## src/rtl/ivs_pkg.sv

```systemverilog
// Constants, register map and types shared by the vector readback block
package ivs_pkg;
  // Bus widths
  localparam int ADDR_W = 12;
  localparam int DATA_W = 32;
  // Source numbering
  localparam int NUM_SRC = 32;
  localparam int SRC_W = 5;
  localparam int PRIO_W = 3;
  localparam logic [SRC_W-1:0] FAST_SRC = 5'h00;
  // Register byte offsets
  localparam logic [ADDR_W-1:0] OFF_PRIO_BASE = 12'h000;
  localparam logic [ADDR_W-1:0] OFF_PRIO_LAST = 12'h07C;
  localparam logic [ADDR_W-1:0] OFF_HANDLER_BASE = 12'h080;
  localparam logic [ADDR_W-1:0] OFF_HANDLER_LAST = 12'h0FC;
  localparam logic [ADDR_W-1:0] OFF_NORMAL_VEC = 12'h100;
  localparam logic [ADDR_W-1:0] OFF_FAST_VEC = 12'h104;
  localparam logic [ADDR_W-1:0] OFF_CUR_SRC = 12'h108;
  localparam logic [ADDR_W-1:0] OFF_PENDING = 12'h10C;
  localparam logic [ADDR_W-1:0] OFF_ENABLED = 12'h110;
  localparam logic [ADDR_W-1:0] OFF_CORE_LINES = 12'h114;
  localparam logic [ADDR_W-1:0] OFF_PROTECT = 12'h138;
  // Word index field inside an offset
  localparam int IDX_LSB = 2;
  // Source bit layout of pending and enabled registers
  localparam logic [DATA_W-1:0] INT_SRC_MASK = 32'h000001FF;
  localparam int EXT_LSB = 16;
  localparam int EXT_CNT = 3;
  localparam logic [DATA_W-1:0] SRC_MASK = 32'h000701FF;
  // Core line status bits
  localparam int CORE_FAST_BIT = 0;
  localparam int CORE_NORMAL_BIT = 1;
  // Protect control bit
  localparam int PROTECT_BIT = 0;
  // Reset values
  localparam logic [DATA_W-1:0] ZERO_WORD = 32'h00000000;
  localparam logic [SRC_W-1:0] ZERO_SRC = 5'h00;
  localparam logic [PRIO_W-1:0] ZERO_PRIO = 3'h0;

  // Register selected by an address
  typedef enum logic [3:0] {
    REG_PRIO = 4'h0,
    REG_HANDLER = 4'h1,
    REG_NORMAL_VEC = 4'h2,
    REG_FAST_VEC = 4'h3,
    REG_CUR_SRC = 4'h4,
    REG_PENDING = 4'h5,
    REG_ENABLED = 4'h6,
    REG_CORE_LINES = 4'h7,
    REG_PROTECT = 4'h8,
    REG_NONE = 4'hF
  } ivs_reg_e;

  // Bus transfer phase
  typedef enum logic [1:0] {
    PH_IDLE = 2'b00,
    PH_WAIT = 2'b01,
    PH_DONE = 2'b10
  } ivs_phase_e;
endpackage

```

## src/rtl/ivs_mem_if.sv

```systemverilog
// Interface between the register logic and the handler address memory
interface ivs_mem_if;
  import ivs_pkg::*;
  logic wr_en; // Write strobe, one cycle
  logic [SRC_W-1:0] wr_idx; // Word written
  logic [DATA_W-1:0] wr_data; // Data written
  logic [SRC_W-1:0] rd_idx; // Word read, registered next edge
  logic [DATA_W-1:0] rd_data; // Registered read data
  logic [DATA_W-1:0] fast_word; // Word of the fast source, always visible

  modport ctrl (output wr_en, output wr_idx, output wr_data, output rd_idx,
    input rd_data, input fast_word);
  modport mem (input wr_en, input wr_idx, input wr_data, input rd_idx,
    output rd_data, output fast_word);
endinterface

```

## src/rtl/ivs_handler_mem.sv

```systemverilog
// Handler address memory: one word per source, registered read port
module ivs_handler_mem (
  input wire logic i_clock,
  input wire logic i_nrst,
  ivs_mem_if.mem mem_port
);
  import ivs_pkg::*;

  logic [DATA_W-1:0] words_q [NUM_SRC]; // Stored handler addresses

  ////////////////////////////////////////////////////////////////////////////
  // Storage: cleared at reset so every handler reads zero
  always_ff @(posedge i_clock) begin
    if (!i_nrst) begin
      for (int i = 0; i < NUM_SRC; i++) begin
        words_q[i] <= ZERO_WORD;
      end
    end else if (mem_port.wr_en) begin
      words_q[mem_port.wr_idx] <= mem_port.wr_data;
    end
  end

  // Read port: data come out of a register one edge after the index
  always_ff @(posedge i_clock) begin
    if (!i_nrst) begin
      mem_port.rd_data <= ZERO_WORD;
    end else begin
      mem_port.rd_data <= words_q[mem_port.rd_idx];
    end
  end

  // Fast source word, used by checks only
  assign mem_port.fast_word = words_q[FAST_SRC];
endmodule

```

## src/rtl/ivs_prio_select.sv

```systemverilog
// Picks the enabled pending normal source of highest priority
module ivs_prio_select
  import ivs_pkg::*;
(
  input wire logic [DATA_W-1:0] i_pending,
  input wire logic [DATA_W-1:0] i_enabled,
  input wire logic [NUM_SRC*PRIO_W-1:0] i_prio,
  output logic o_valid,
  output logic [SRC_W-1:0] o_index,
  output logic [PRIO_W-1:0] o_prio
);
  ////////////////////////////////////////////////////////////////////////////
  // Scan sources 1 upward; a tie keeps the lower number
  always_comb begin
    o_valid = 1'b0;
    o_index = ZERO_SRC;
    o_prio = ZERO_PRIO;
    for (int i = 1; i < NUM_SRC; i++) begin
      // Only strictly higher priority displaces an earlier pick
      if (i_pending[i] && i_enabled[i] &&
          (!o_valid || i_prio[i*PRIO_W +: PRIO_W] > o_prio)) begin
        o_valid = 1'b1;
        o_index = SRC_W'(i);
        o_prio = i_prio[i*PRIO_W +: PRIO_W];
      end
    end
  end
endmodule

```

## src/rtl/ivs_vector_regs.sv

```systemverilog
// Vector readback, status and core line block with its register bus slave
//
// Summary of operation
// Read/write handler address word per source
// Normal vector read returns eligible source handler
// Normal vector indexes handlers 1..31 by source
// No eligible source: normal vector reads zero
// Fast vector read returns handler word 0
// Status register low field: current source number
// Pending bits: internal 0..8, external 16..18
// Enabled bits share pending bit positions
// Core status bit 0: fast line active
// Core status bit 1: normal line active
// Protect mode: only vector write commits context
// Priority 0..7, highest enabled pending selected
// External pending follows lines, others cleared
// Writes to read-only registers change nothing
// Registers read zero after reset, except the external pending bits, which follow the pins
module ivs_vector_regs (
  input wire logic i_clock,
  input wire logic i_nrst,
  // APB slave
  input wire logic i_psel,
  input wire logic i_penable,
  input wire logic i_pwrite,
  input wire logic [ivs_pkg::ADDR_W-1:0] i_paddr,
  input wire logic [ivs_pkg::DATA_W-1:0] i_pwdata,
  output logic [ivs_pkg::DATA_W-1:0] o_prdata,
  output logic o_pready,
  output logic o_pslverr,
  // Pending and enable state from the rest of the controller
  input wire logic [ivs_pkg::DATA_W-1:0] i_pending,
  input wire logic [ivs_pkg::DATA_W-1:0] i_enabled,
  // External request pins, asynchronous
  input wire logic [ivs_pkg::EXT_CNT-1:0] i_external_request,
  // End of service pulse from the end-of-interrupt logic
  input wire logic i_end_of_service,
  // Lines toward the core and current context
  output logic o_fast_request_line_n,
  output logic o_normal_request_line_n,
  output logic [ivs_pkg::SRC_W-1:0] o_current_source,
  output logic o_in_service
);
  import ivs_pkg::*;

  ////////////////////////////////////////////////////////////////////////////
  // Address decode, shared by setup and completion phases
  function automatic ivs_reg_e decode(input logic [ADDR_W-1:0] addr);
    ivs_reg_e r;
    r = REG_NONE;
    if (addr[IDX_LSB-1:0] != 2'h0) begin
      r = REG_NONE; // Misaligned words are unmapped
    end else if (addr >= OFF_PRIO_BASE && addr <= OFF_PRIO_LAST) begin
      r = REG_PRIO;
    end else if (addr >= OFF_HANDLER_BASE && addr <= OFF_HANDLER_LAST) begin
      r = REG_HANDLER;
    end else begin
      case (addr)
        OFF_NORMAL_VEC: r = REG_NORMAL_VEC;
        OFF_FAST_VEC: r = REG_FAST_VEC;
        OFF_CUR_SRC: r = REG_CUR_SRC;
        OFF_PENDING: r = REG_PENDING;
        OFF_ENABLED: r = REG_ENABLED;
        OFF_CORE_LINES: r = REG_CORE_LINES;
        OFF_PROTECT: r = REG_PROTECT;
        default: r = REG_NONE;
      endcase
    end
    return r;
  endfunction

  ////////////////////////////////////////////////////////////////////////////
  // Declarations
  ivs_mem_if mem_if (); // Handler memory carrier
  ivs_phase_e phase_q; // Bus transfer phase
  ivs_reg_e reg_sel; // Register addressed now
  logic [SRC_W-1:0] word_idx; // Word index inside a register bank
  logic setup; // Setup cycle of a transfer
  logic done; // Completing edge of a transfer
  logic [EXT_CNT-1:0] ext_s1_q; // Pin synchroniser, first stage
  logic [EXT_CNT-1:0] ext_s2_q; // Pin synchroniser, second stage
  logic [DATA_W-1:0] pending_q; // Pending view
  logic [DATA_W-1:0] enabled_q; // Enabled view
  logic [NUM_SRC*PRIO_W-1:0] prio_q; // Priority of each source
  logic protect_q; // Protect mode control
  logic sel_valid; // A normal source is eligible
  logic [SRC_W-1:0] sel_idx; // Eligible source number
  logic [PRIO_W-1:0] sel_prio; // Its priority
  logic cap_valid_q; // Eligibility captured at setup
  logic [SRC_W-1:0] cap_idx_q; // Source captured at setup
  logic [SRC_W-1:0] cur_q; // Current source number
  logic in_service_q; // A normal source is being served
  logic commit; // Context takes the captured source
  logic fast_active; // Fast line wanted
  logic normal_active; // Normal line wanted

  assign reg_sel = decode(i_paddr);
  assign word_idx = i_paddr[IDX_LSB +: SRC_W];
  assign setup = i_psel && !i_penable;
  assign done = i_psel && i_penable && o_pready;

  ////////////////////////////////////////////////////////////////////////////
  // Submodules
  ivs_handler_mem u_mem (
    .i_clock(i_clock),
    .i_nrst(i_nrst),
    .mem_port(mem_if.mem)
  );

  ivs_prio_select u_select (
    .i_pending(pending_q),
    .i_enabled(enabled_q),
    .i_prio(prio_q),
    .o_valid(sel_valid),
    .o_index(sel_idx),
    .o_prio(sel_prio)
  );

  // Memory read index chosen in the setup cycle, so data stand next cycle
  always_comb begin
    case (reg_sel)
      REG_NORMAL_VEC: mem_if.rd_idx = sel_idx;
      REG_FAST_VEC: mem_if.rd_idx = FAST_SRC;
      default: mem_if.rd_idx = word_idx;
    endcase
  end

  // Handler words are written on the completing edge only
  assign mem_if.wr_en = done && i_pwrite && reg_sel == REG_HANDLER;
  assign mem_if.wr_idx = word_idx;
  assign mem_if.wr_data = i_pwdata;

  ////////////////////////////////////////////////////////////////////////////
  // Transfer phase: one wait cycle lets the registered memory answer
  always_ff @(posedge i_clock) begin
    if (!i_nrst) begin
      phase_q <= PH_IDLE;
    end else begin
      case (phase_q)
        PH_IDLE: if (setup) begin
          phase_q <= PH_WAIT;
        end
        PH_WAIT: phase_q <= PH_DONE;
        PH_DONE: phase_q <= PH_IDLE;
        default: phase_q <= PH_IDLE;
      endcase
    end
  end

  // Ready is high for exactly the one access cycle after the wait
  always_ff @(posedge i_clock) begin
    if (!i_nrst) begin
      o_pready <= 1'b0;
    end else begin
      o_pready <= phase_q == PH_WAIT;
    end
  end

  // Read data and error are loaded together with ready
  always_ff @(posedge i_clock) begin
    if (!i_nrst) begin
      o_prdata <= ZERO_WORD;
      o_pslverr <= 1'b0;
    end else if (phase_q == PH_WAIT) begin
      o_pslverr <= reg_sel == REG_NONE;
      case (reg_sel)
        REG_PRIO: o_prdata <= DATA_W'(prio_q[word_idx*PRIO_W +: PRIO_W]);
        REG_HANDLER: o_prdata <= mem_if.rd_data;
        // No eligible source means nothing to serve: read zero
        REG_NORMAL_VEC: o_prdata <= cap_valid_q ? mem_if.rd_data : ZERO_WORD;
        REG_FAST_VEC: o_prdata <= mem_if.rd_data;
        REG_CUR_SRC: o_prdata <= DATA_W'(cur_q);
        REG_PENDING: o_prdata <= pending_q;
        REG_ENABLED: o_prdata <= enabled_q;
        REG_CORE_LINES: begin
          o_prdata <= ZERO_WORD;
          o_prdata[CORE_FAST_BIT] <= !o_fast_request_line_n;
          o_prdata[CORE_NORMAL_BIT] <= !o_normal_request_line_n;
        end
        REG_PROTECT: o_prdata <= DATA_W'(protect_q);
        default: o_prdata <= ZERO_WORD;
      endcase
    end else begin
      o_pslverr <= 1'b0;
    end
  end

  ////////////////////////////////////////////////////////////////////////////
  // External request pins pass two flip-flops before use
  always_ff @(posedge i_clock) begin
    if (!i_nrst) begin
      ext_s1_q <= '0;
      ext_s2_q <= '0;
    end else begin
      ext_s1_q <= i_external_request;
      ext_s2_q <= ext_s1_q;
    end
  end

  // Pending view: internal bits from the controller, external from the pins
  always_ff @(posedge i_clock) begin
    if (!i_nrst) begin
      pending_q <= ZERO_WORD;
    end else begin
      pending_q <= i_pending & INT_SRC_MASK;
      pending_q[EXT_LSB +: EXT_CNT] <= ext_s2_q;
    end
  end

  // Enabled view; unused bit positions always read zero
  always_ff @(posedge i_clock) begin
    if (!i_nrst) begin
      enabled_q <= ZERO_WORD;
    end else begin
      enabled_q <= i_enabled & SRC_MASK;
    end
  end

  // Priority words and protect control are the only writable state here
  always_ff @(posedge i_clock) begin
    if (!i_nrst) begin
      prio_q <= '0;
      protect_q <= 1'b0;
    end else if (done && i_pwrite) begin
      if (reg_sel == REG_PRIO) begin
        prio_q[word_idx*PRIO_W +: PRIO_W] <= i_pwdata[PRIO_W-1:0];
      end
      if (reg_sel == REG_PROTECT) begin
        protect_q <= i_pwdata[PROTECT_BIT];
      end
    end
  end

  ////////////////////////////////////////////////////////////////////////////
  // Capture the eligible source when the vector read is set up, so the
  // word returned and the source committed are the same one
  always_ff @(posedge i_clock) begin
    if (!i_nrst) begin
      cap_valid_q <= 1'b0;
      cap_idx_q <= ZERO_SRC;
    end else if (setup && reg_sel == REG_NORMAL_VEC) begin
      cap_valid_q <= sel_valid;
      cap_idx_q <= sel_idx;
    end
  end

  // Normal mode commits on the read; protect mode only on the write, so
  // a debugger read leaves the context alone
  assign commit = done && reg_sel == REG_NORMAL_VEC && cap_valid_q &&
    (protect_q ? i_pwrite : !i_pwrite);

  // Current context; acknowledge wins over an end of service in the same cycle
  always_ff @(posedge i_clock) begin
    if (!i_nrst) begin
      cur_q <= ZERO_SRC;
      in_service_q <= 1'b0;
    end else if (commit) begin
      cur_q <= cap_idx_q;
      in_service_q <= 1'b1;
    end else if (i_end_of_service) begin
      cur_q <= ZERO_SRC;
      in_service_q <= 1'b0;
    end
  end

  ////////////////////////////////////////////////////////////////////////////
  // Core request lines, active low; the normal line rises (is released) on acknowledge
  assign fast_active = pending_q[FAST_SRC] && enabled_q[FAST_SRC];
  assign normal_active = sel_valid && !in_service_q && !commit;

  always_ff @(posedge i_clock) begin
    if (!i_nrst) begin
      o_fast_request_line_n <= 1'b1;
      o_normal_request_line_n <= 1'b1;
      o_current_source <= ZERO_SRC;
      o_in_service <= 1'b0;
    end else begin
      o_fast_request_line_n <= !fast_active;
      o_normal_request_line_n <= !normal_active;
      o_current_source <= cur_q;
      o_in_service <= in_service_q;
    end
  end
endmodule

```

## config.mk

```make
export PLATFORM = sky130hd
export DESIGN_NAME = ivs_vector_regs
export DESIGN_NICKNAME = d
export VERILOG_FILES = /design/src/rtl/ivs_pkg.sv /design/src/rtl/ivs_mem_if.sv /design/src/rtl/ivs_handler_mem.sv /design/src/rtl/ivs_prio_select.sv /design/src/rtl/ivs_vector_regs.sv
export SDC_FILE = /design/constraint.sdc
export NUM_CORES = 2
export LEC_CHECK = 0
export BUFFER_PORTS_ARGS = -buffer_cell sky130_fd_sc_hd__clkbuf_2
export CORE_MARGIN = 2
export CORE_UTILIZATION = 50
export CTS_CLUSTER_SIZE = 30
export DETAILED_ROUTE_END_ITERATION = 16
export HOLD_SLACK_MARGIN = 0.03
export PLACE_DENSITY_LB_ADDON = 0.3
export SLEW_MARGIN = 10
export SYNTH_ARGS = -nofsm -noshare
export SYNTH_HDL_FRONTEND = slang
export SYNTH_SLANG_ARGS = --single-unit
```

## constraint.sdc

```tcl
create_clock -name i_clock -period 18.3 [get_ports i_clock]
set_input_delay 1.83 -clock i_clock [delete_from_list [all_inputs] [get_ports i_clock]]
set_output_delay 1.83 -clock i_clock [all_outputs]
set_load 0.02 [all_outputs]
```

== Yosys cells after proc, flatten, opt, wreduce, memory -nomap -nowiden ==
Memories as Yosys holds them, arrays and structs flattened. A register that Yosys moved wholly into a read port is not among the register bits.
Cells that the tools add are included.

* Bits of input ports: 117
* Output and inout bits: 42
* Memories kept: 1
* RAM bits: 1,024
* Bits in registers: 223
* Logic and storage cells: 345

* Magnitude comparators: 34
* Shift operators: 3
* Reductions and logical operators: 153
* Mux-type cells: 114
* Equality and inequality tests: 18
* Multiply operators: 1
* $add $sub $neg: 1

{| class="wikitable"
|+ Memories
! memory !! depth !! width !! read ports !! clocked after memory_dff !! wr ports !! RTL line !! RTL
|-
| u_mem.words_q || 32 || 32 || 1 || 1 || 32 || ivs_handler_mem.sv:9 || <nowiki>logic [DATA_W-1:0] words_q [NUM_SRC];</nowiki>
|}

{| class="wikitable"
|+ Operators with widths
! operator !! count
|-
| one-hot mux 32 bit (8 select lines) || 1
|-
| 2-to-1 mux 3 bit || 34
|-
| bitwise mux 96 bit || 1
|-
| variable shift 3 x 34 -> 96 bit (first input constant) || 1
|-
| variable part select 3 x 34 -> 96 bit || 1
|-
| variable part select 96 x 8 -> 3 bit || 1
|-
| 2-to-1 mux 5 bit || 19
|-
| greater-than comparator 3 bit || 30
|-
| == test 12 x 9 -> 1 bit (second input constant) || 7
|-
| logical AND 1 bit || 75
|-
| 2-to-1 mux 32 bit || 2
|-
| 2-to-1 mux 4 bit || 11
|-
| 2-to-1 mux 1 bit || 40
|-
| logical NOT 1 bit || 39
|-
| negation 7 -> 34 bit || 1
|-
| OR reduction 32 bit || 1
|-
| logical OR 1 bit || 30
|-
| one-hot mux 4 bit (7 select lines) || 1
|-
| == test 4 x 3 -> 1 bit (second input constant) || 4
|-
| >= comparator 12 x 1 -> 1 bit (second input constant) || 1
|-
| >= comparator 12 x 8 -> 1 bit (second input constant) || 1
|-
| <= comparator 12 x 7 -> 1 bit (second input constant) || 1
|-
| <= comparator 12 x 8 -> 1 bit (second input constant) || 1
|-
| one-hot mux 5 bit (2 select lines) || 1
|-
| other kinds (13) || 20
|}

== Depth between registers and ports, before layout ==
* Depth after elaboration: 125
* Mapped depth: 79
* Depth with buffers taken out: 74

== By module ==
From an unflattened synthesis, not the netlist that was laid out.

* Cell total of the unflattened synthesis: 4,559
* Area, all modules: 59,917.5 um^2

{| class="wikitable"
|+ By module, submodules not included
! module !! cells each !! area an instance (um^2) !! times used
|-
| ivs_handler_mem || 2,990 || 47,136.5 || 1
|-
| ivs_vector_regs || 883 || 8,130.3 || 1
|-
| ivs_prio_select || 686 || 4,650.7 || 1
|}

== Worst setup path after synthesis ==
No wires, ideal clock.

* Kind: register -> register
* From: register pending_q[1]
* To: register u_mem.mem_port.rd_data[30] (read register of u_mem.words_q)
* Path buffers: 4
* Stages on the path, launching flop included: 74
* Setup slack: 3.169 ns
* Required time: 18.182 ns
* Setup time: 0.118 ns
* Arrival: 15.012 ns
* Cells stage by stage: dfxtp_1 -> nand3_1 -> ha_1 -> and3_1 -> a21oi_1 -> o211ai_1 -> and2_1 -> ha_1 -> a21oi_1 -> a32o_1 -> a21o_1 -> mux2_2 -> ha_1 -> nand3_1 -> or3b_2 -> o21ai_0 -> nand2_1 -> o21a_1 -> [... 38 more ...] -> o21a_1 -> o21a_1 -> a41oi_1 -> mux2_2 -> ha_1 -> nor2b_1 -> o21a_1 -> o21ai_0 -> a21oi_1 -> a211o_1 -> o31a_1 -> buf_2 -> buf_2 -> buf_2 -> mux2i_1 -> o22ai_1 -> or4_1 -> nor4bb_1

* Word-level cells in the longest chain between the ends: 123
* Elaborated cells on any way between the ends: 213
* Classes of those cells: 30 x order compare; 92 x mux; 91 x reduce/logical

{| class="wikitable"
|+ RTL lines
! item !! RTL line !! RTL
|-
| start, declared || ivs_vector_regs.sv:82 || <nowiki>logic [DATA_W-1:0] pending_q;</nowiki>
|-
| start signal, assigned || ivs_vector_regs.sv:205 || <nowiki>pending_q <= i_pending & INT_SRC_MASK;</nowiki>
|-
| start signal, assigned by index || ivs_vector_regs.sv:206 || <nowiki>pending_q[EXT_LSB +: EXT_CNT] <= ext_s2_q;</nowiki>
|-
| logical AND 1 bit * || ivs_prio_select.sv:20 || <nowiki>if (i_pending[i] && i_enabled[i] &&</nowiki>
|-
| 2-to-1 mux 3 bit or 2-to-1 mux 1 bit (tied branches) || ivs_prio_select.sv:20 ||
|-
| greater-than comparator 3 bit or logical NOT 1 bit (tied branches) || ivs_prio_select.sv:21 || <nowiki>(!o_valid || i_prio[i*PRIO_W +: PRIO_W] > o_prio)) begin</nowiki>
|-
| logical OR 1 bit || ivs_prio_select.sv:21 ||
|-
| logical AND 1 bit || ivs_prio_select.sv:20 ||
|-
| 2-to-1 mux 3 bit or 2-to-1 mux 1 bit (tied branches) || ivs_prio_select.sv:20 ||
|-
| greater-than comparator 3 bit or logical NOT 1 bit (tied branches) || ivs_prio_select.sv:21 ||
|-
| logical OR 1 bit || ivs_prio_select.sv:21 ||
|-
| [... 107 more ...] || - ||
|-
| logical OR 1 bit || ivs_prio_select.sv:21 ||
|-
| logical AND 1 bit || ivs_prio_select.sv:20 ||
|-
| 2-to-1 mux 3 bit or 2-to-1 mux 1 bit (tied branches) || ivs_prio_select.sv:20 ||
|-
| greater-than comparator 3 bit or logical NOT 1 bit (tied branches) || ivs_prio_select.sv:21 ||
|-
| logical OR 1 bit || ivs_prio_select.sv:21 ||
|-
| logical AND 1 bit || ivs_prio_select.sv:20 ||
|-
| 2-to-1 mux 5 bit * || ivs_prio_select.sv:20 ||
|-
| one-hot mux 5 bit (2 select lines) * || ivs_vector_regs.sv:121 || <nowiki>case (reg_sel)</nowiki>
|-
| end, declared || ivs_mem_if.sv:14 || <nowiki>output rd_data, output fast_word);</nowiki>
|}

Mark *: on every way between the ends. The rest lies on a longest branch, timed or not.
A chain may end at the register's enable or synchronous reset.

== Worst setup path in the final report ==
* From: register enabled_q[1]
* To: register u_mem.mem_port.rd_data[16] (read register of u_mem.words_q)

* Word-level cells in the longest chain between the ends: 123
* Elaborated cells on any way between the ends: 213
* Classes of those cells: 30 x order compare; 92 x mux; 91 x reduce/logical

{| class="wikitable"
|+ RTL lines
! item !! RTL line !! RTL
|-
| start, declared || ivs_vector_regs.sv:83 || <nowiki>logic [DATA_W-1:0] enabled_q;</nowiki>
|-
| start signal, assigned || ivs_vector_regs.sv:215 || <nowiki>enabled_q <= i_enabled & SRC_MASK;</nowiki>
|-
| logical AND 1 bit * || ivs_prio_select.sv:20 ||
|-
| 2-to-1 mux 3 bit or 2-to-1 mux 1 bit (tied branches) || ivs_prio_select.sv:20 ||
|-
| greater-than comparator 3 bit or logical NOT 1 bit (tied branches) || ivs_prio_select.sv:21 ||
|-
| logical OR 1 bit || ivs_prio_select.sv:21 ||
|-
| logical AND 1 bit || ivs_prio_select.sv:20 ||
|-
| 2-to-1 mux 3 bit or 2-to-1 mux 1 bit (tied branches) || ivs_prio_select.sv:20 ||
|-
| greater-than comparator 3 bit or logical NOT 1 bit (tied branches) || ivs_prio_select.sv:21 ||
|-
| logical OR 1 bit || ivs_prio_select.sv:21 ||
|-
| [... 107 more ...] || - ||
|-
| logical OR 1 bit || ivs_prio_select.sv:21 ||
|-
| logical AND 1 bit || ivs_prio_select.sv:20 ||
|-
| 2-to-1 mux 3 bit or 2-to-1 mux 1 bit (tied branches) || ivs_prio_select.sv:20 ||
|-
| greater-than comparator 3 bit or logical NOT 1 bit (tied branches) || ivs_prio_select.sv:21 ||
|-
| logical OR 1 bit || ivs_prio_select.sv:21 ||
|-
| logical AND 1 bit || ivs_prio_select.sv:20 ||
|-
| 2-to-1 mux 5 bit * || ivs_prio_select.sv:20 ||
|-
| one-hot mux 5 bit (2 select lines) * || ivs_vector_regs.sv:121 ||
|}

Marked as above.

==> flow_summary.yaml <==
layout:
  areaGrowthSynthToFinish_pct: 12.25
  most-common-layout-cells: "1,068 x and2_1, 1,024 x edfxtp_1, 788 x nand2_1"
  drive_gt1_share_pct: 11.17
  final_common_cell: "and2_1"
  nNetsFinal: 5323
  fin_cells: 6810
  final_core_util_pct: 56.66
synthesis:
  ys_ff_latch: 1239
  synthCells: 5237
  syn_nets: 5386
  async_flop_share_pct: 0
  synth_area_sq_um: 57720
  synth-edff-count: 1024
  ys_warn_count: 0
  avgSynthCellArea_sq_um: 11.02
  synth_ff_type: "edfxtp_1"
  ys_seq_area_share_pct: 60.73
  synth_cell_types: 69
timing:
  fin_worst_skew_ps: 25.56
  setup_viol: 0
  period_needed_ps: 17570
  maxSlewHeadroom_pct: 18.13
  worst_pin_slew_ps: 1225
  tns_ps: 0
  fin_crit_sh_pct: 96.00
  fin_ws_ps: 732.8
  drv_slew: 0
  fmax_mhz: 56.92
  rsz0062_at_grt: "no"
  hold_viol: 0
  worst_hold_slack_ps: 427.3
placement:
  dp.cells: 6549
  io_buffers: 115
  dp_slack_ps: 396.9
  dp_hpwl_mm: 103.1
  gp_congestion: 0.8820
cts:
  clock_latency_ps: 750
  htreeDepth: 4
  cts-buffers-inserted: 134
  cts_hold_buf: 0
  root_buffer: "clkbuf_16"
  cts_tree: "yes"
  clkSlewWorstSetupHoldPaths_ps: 60
  ctsLongestPathBuffers: 3
  cts_sinks: 1239
critical_path:
  slowest_stage: "nor4bb_1"
  crit_arrival_ps: 18130
  worstSetupStartpointType: "flip-flop"
  crit_fanout: 21
  criticalPathCategory: "reg -> reg"
  worst_path_largest_cell_delay_ps: 790
  endpoint_kind: "flip-flop"
  cp.required_ps: 18860
  cpMostUsedCell: "ha_1"
routing:
  via_per_inst: 6.044
  num_vias: 41160
  drc: 0
  antenna_left: 0
  dr.pass1.iters: 9
  drtIter0Drc: 4973
  wl_mm: 172.9
  wl_per_cell_um: 25.40
floorplanning:
  core_area_sq_um: 114300
  fp-row-count: 124
  top_level_ports: 159
  die_x_um: 343.8
  die_h_um: 343.8
  die_area_sq_um: 118200
  start_util_pct: 50.48
min_path:
  hold_class: "reg -> reg"
global_routing:
  grt_usage_pct: 29.05
  antenna_found_initial: 19
  first_global_vias: 39210
  grt_first_pass_wirelength_mm: 253.9
  grt_overflow_total: 0
  grt_max_degree: 100
outcome:
  status: "completed"
flow_run:
  max_cap_viol_count: 0
pwr:
  leakage_nw: 23.90
  peakVddDrop_v: 0.0001001
  power_density_nw_per_um2: 96.23
## cells by family (layout without fill, tap and decap cells)
logic type,count (synthesis),count (layout),share of synthesized area (%)
multiplexers,204,204,4.106
flip-flops,1239,1239,60.73
other,0,18,0
adder cells (fa/ha/maj),32,32,0.6937
buffers and inverters,489,532,3.364
AND/OR/NAND/NOR,2703,2703,24.63
XOR/XNOR,5,5,0.07588
AO/OA/AOI/OAI,565,565,6.404
## final cells by class
cell class,instances,area (sq um)
diodes,18,45.04
clock buffers,178,3730
clock inverters,64,513.0
fillers,9384,49560
inverters,25,96.34
multi-input cells,3509,21440
flip-flops and latches,1239,35050
well taps,1512,1892
repair buffers,265,2021
## power by group
group | switching, mW | total [mW] | internal (mW) | leakage [nW]
Sequential | 0.0317 | 3.16 | 3.13 | 12.3
Combinational | 0.312 | 0.425 | 0.112 | 9.47
Clock | 1.13 | 2.65 | 1.52 | 2.08
## registers in the layout, indices dropped and copies added, names as in the netlist, 5 cells and up
name and flops:
o_prdata 32, u_mem.mem_port.rd_data 32, cur_q 5, pending_q 12, enabled_q 12, u_mem.words_q 1024, prio_q 96, o_current_source 5
cap_idx_q 5
## worst max-delay path: cells and delay by family, from the launching register on
kind / cells / cell delay [ps]
adders and majority gates: 10 / 2870
muxes: 6 / 2030
AOI/OAI and AO/OA: 30 / 6910
buffers and inverters: 3 / 550
DFF: 1 / 450
and+or+nand+nor: 24 / 4570
## per-stage QoR
step	area [sq um]	power, mW
2_1_floorplan	57720	3.447
3_3_place_gp	60450	3.626
3_5_place_dp	60450	3.636
4_1_cts	64690	6.241
5_1_grt	64760	6.388
6_report	64790	6.234
## synthesized netlist by cell type (all sizes together) (67+ instances only)
cell type,instances,area share [%]
and2,1068,12
nand2,790,5.1
nand3,399,3.5
nor2,139,0.90
edfxtp,1024,53
buf,79,0.70
nor4,67,0.73
clkbuf,385,2.5
and3,74,0.80
a21oi,207,1.8
dfxtp,215,7.5
o21ai,67,0.58
mux2i,167,2.9
## final timing paths
check,start,endpoint,slack [ps],depth (start not counted)
max,enabled_q[1],u_mem.mem_port.rd_data[16],730,73
min,pending_q[0],o_fast_request_line_n,430,1
max reg2reg,enabled_q[1],u_mem.mem_port.rd_data[16],730,73
min reg2reg,pending_q[0],o_fast_request_line_n,430,1
## repair_timing
action,4_1_cts,5_1_grt
buffers inserted,0,1
resized for setup,0,13
endpoints found under the setup margin,0,32
## metal layers
layer | track usage [%] | share of wire, % | wire length, um | vias up
met3 | 5.521 | 9.5 | 16460 | 382
met5 | 0 | 0.031 | 53 | -
met4 | 14.22 | 4.7 | 8099 | 10
li1 | - | - | - | 18430
met2 | 45.65 | 46 | 80410 | 2139
met1 | 38.84 | 39 | 67930 | 20190
Power figures use the tool's default switching activity.
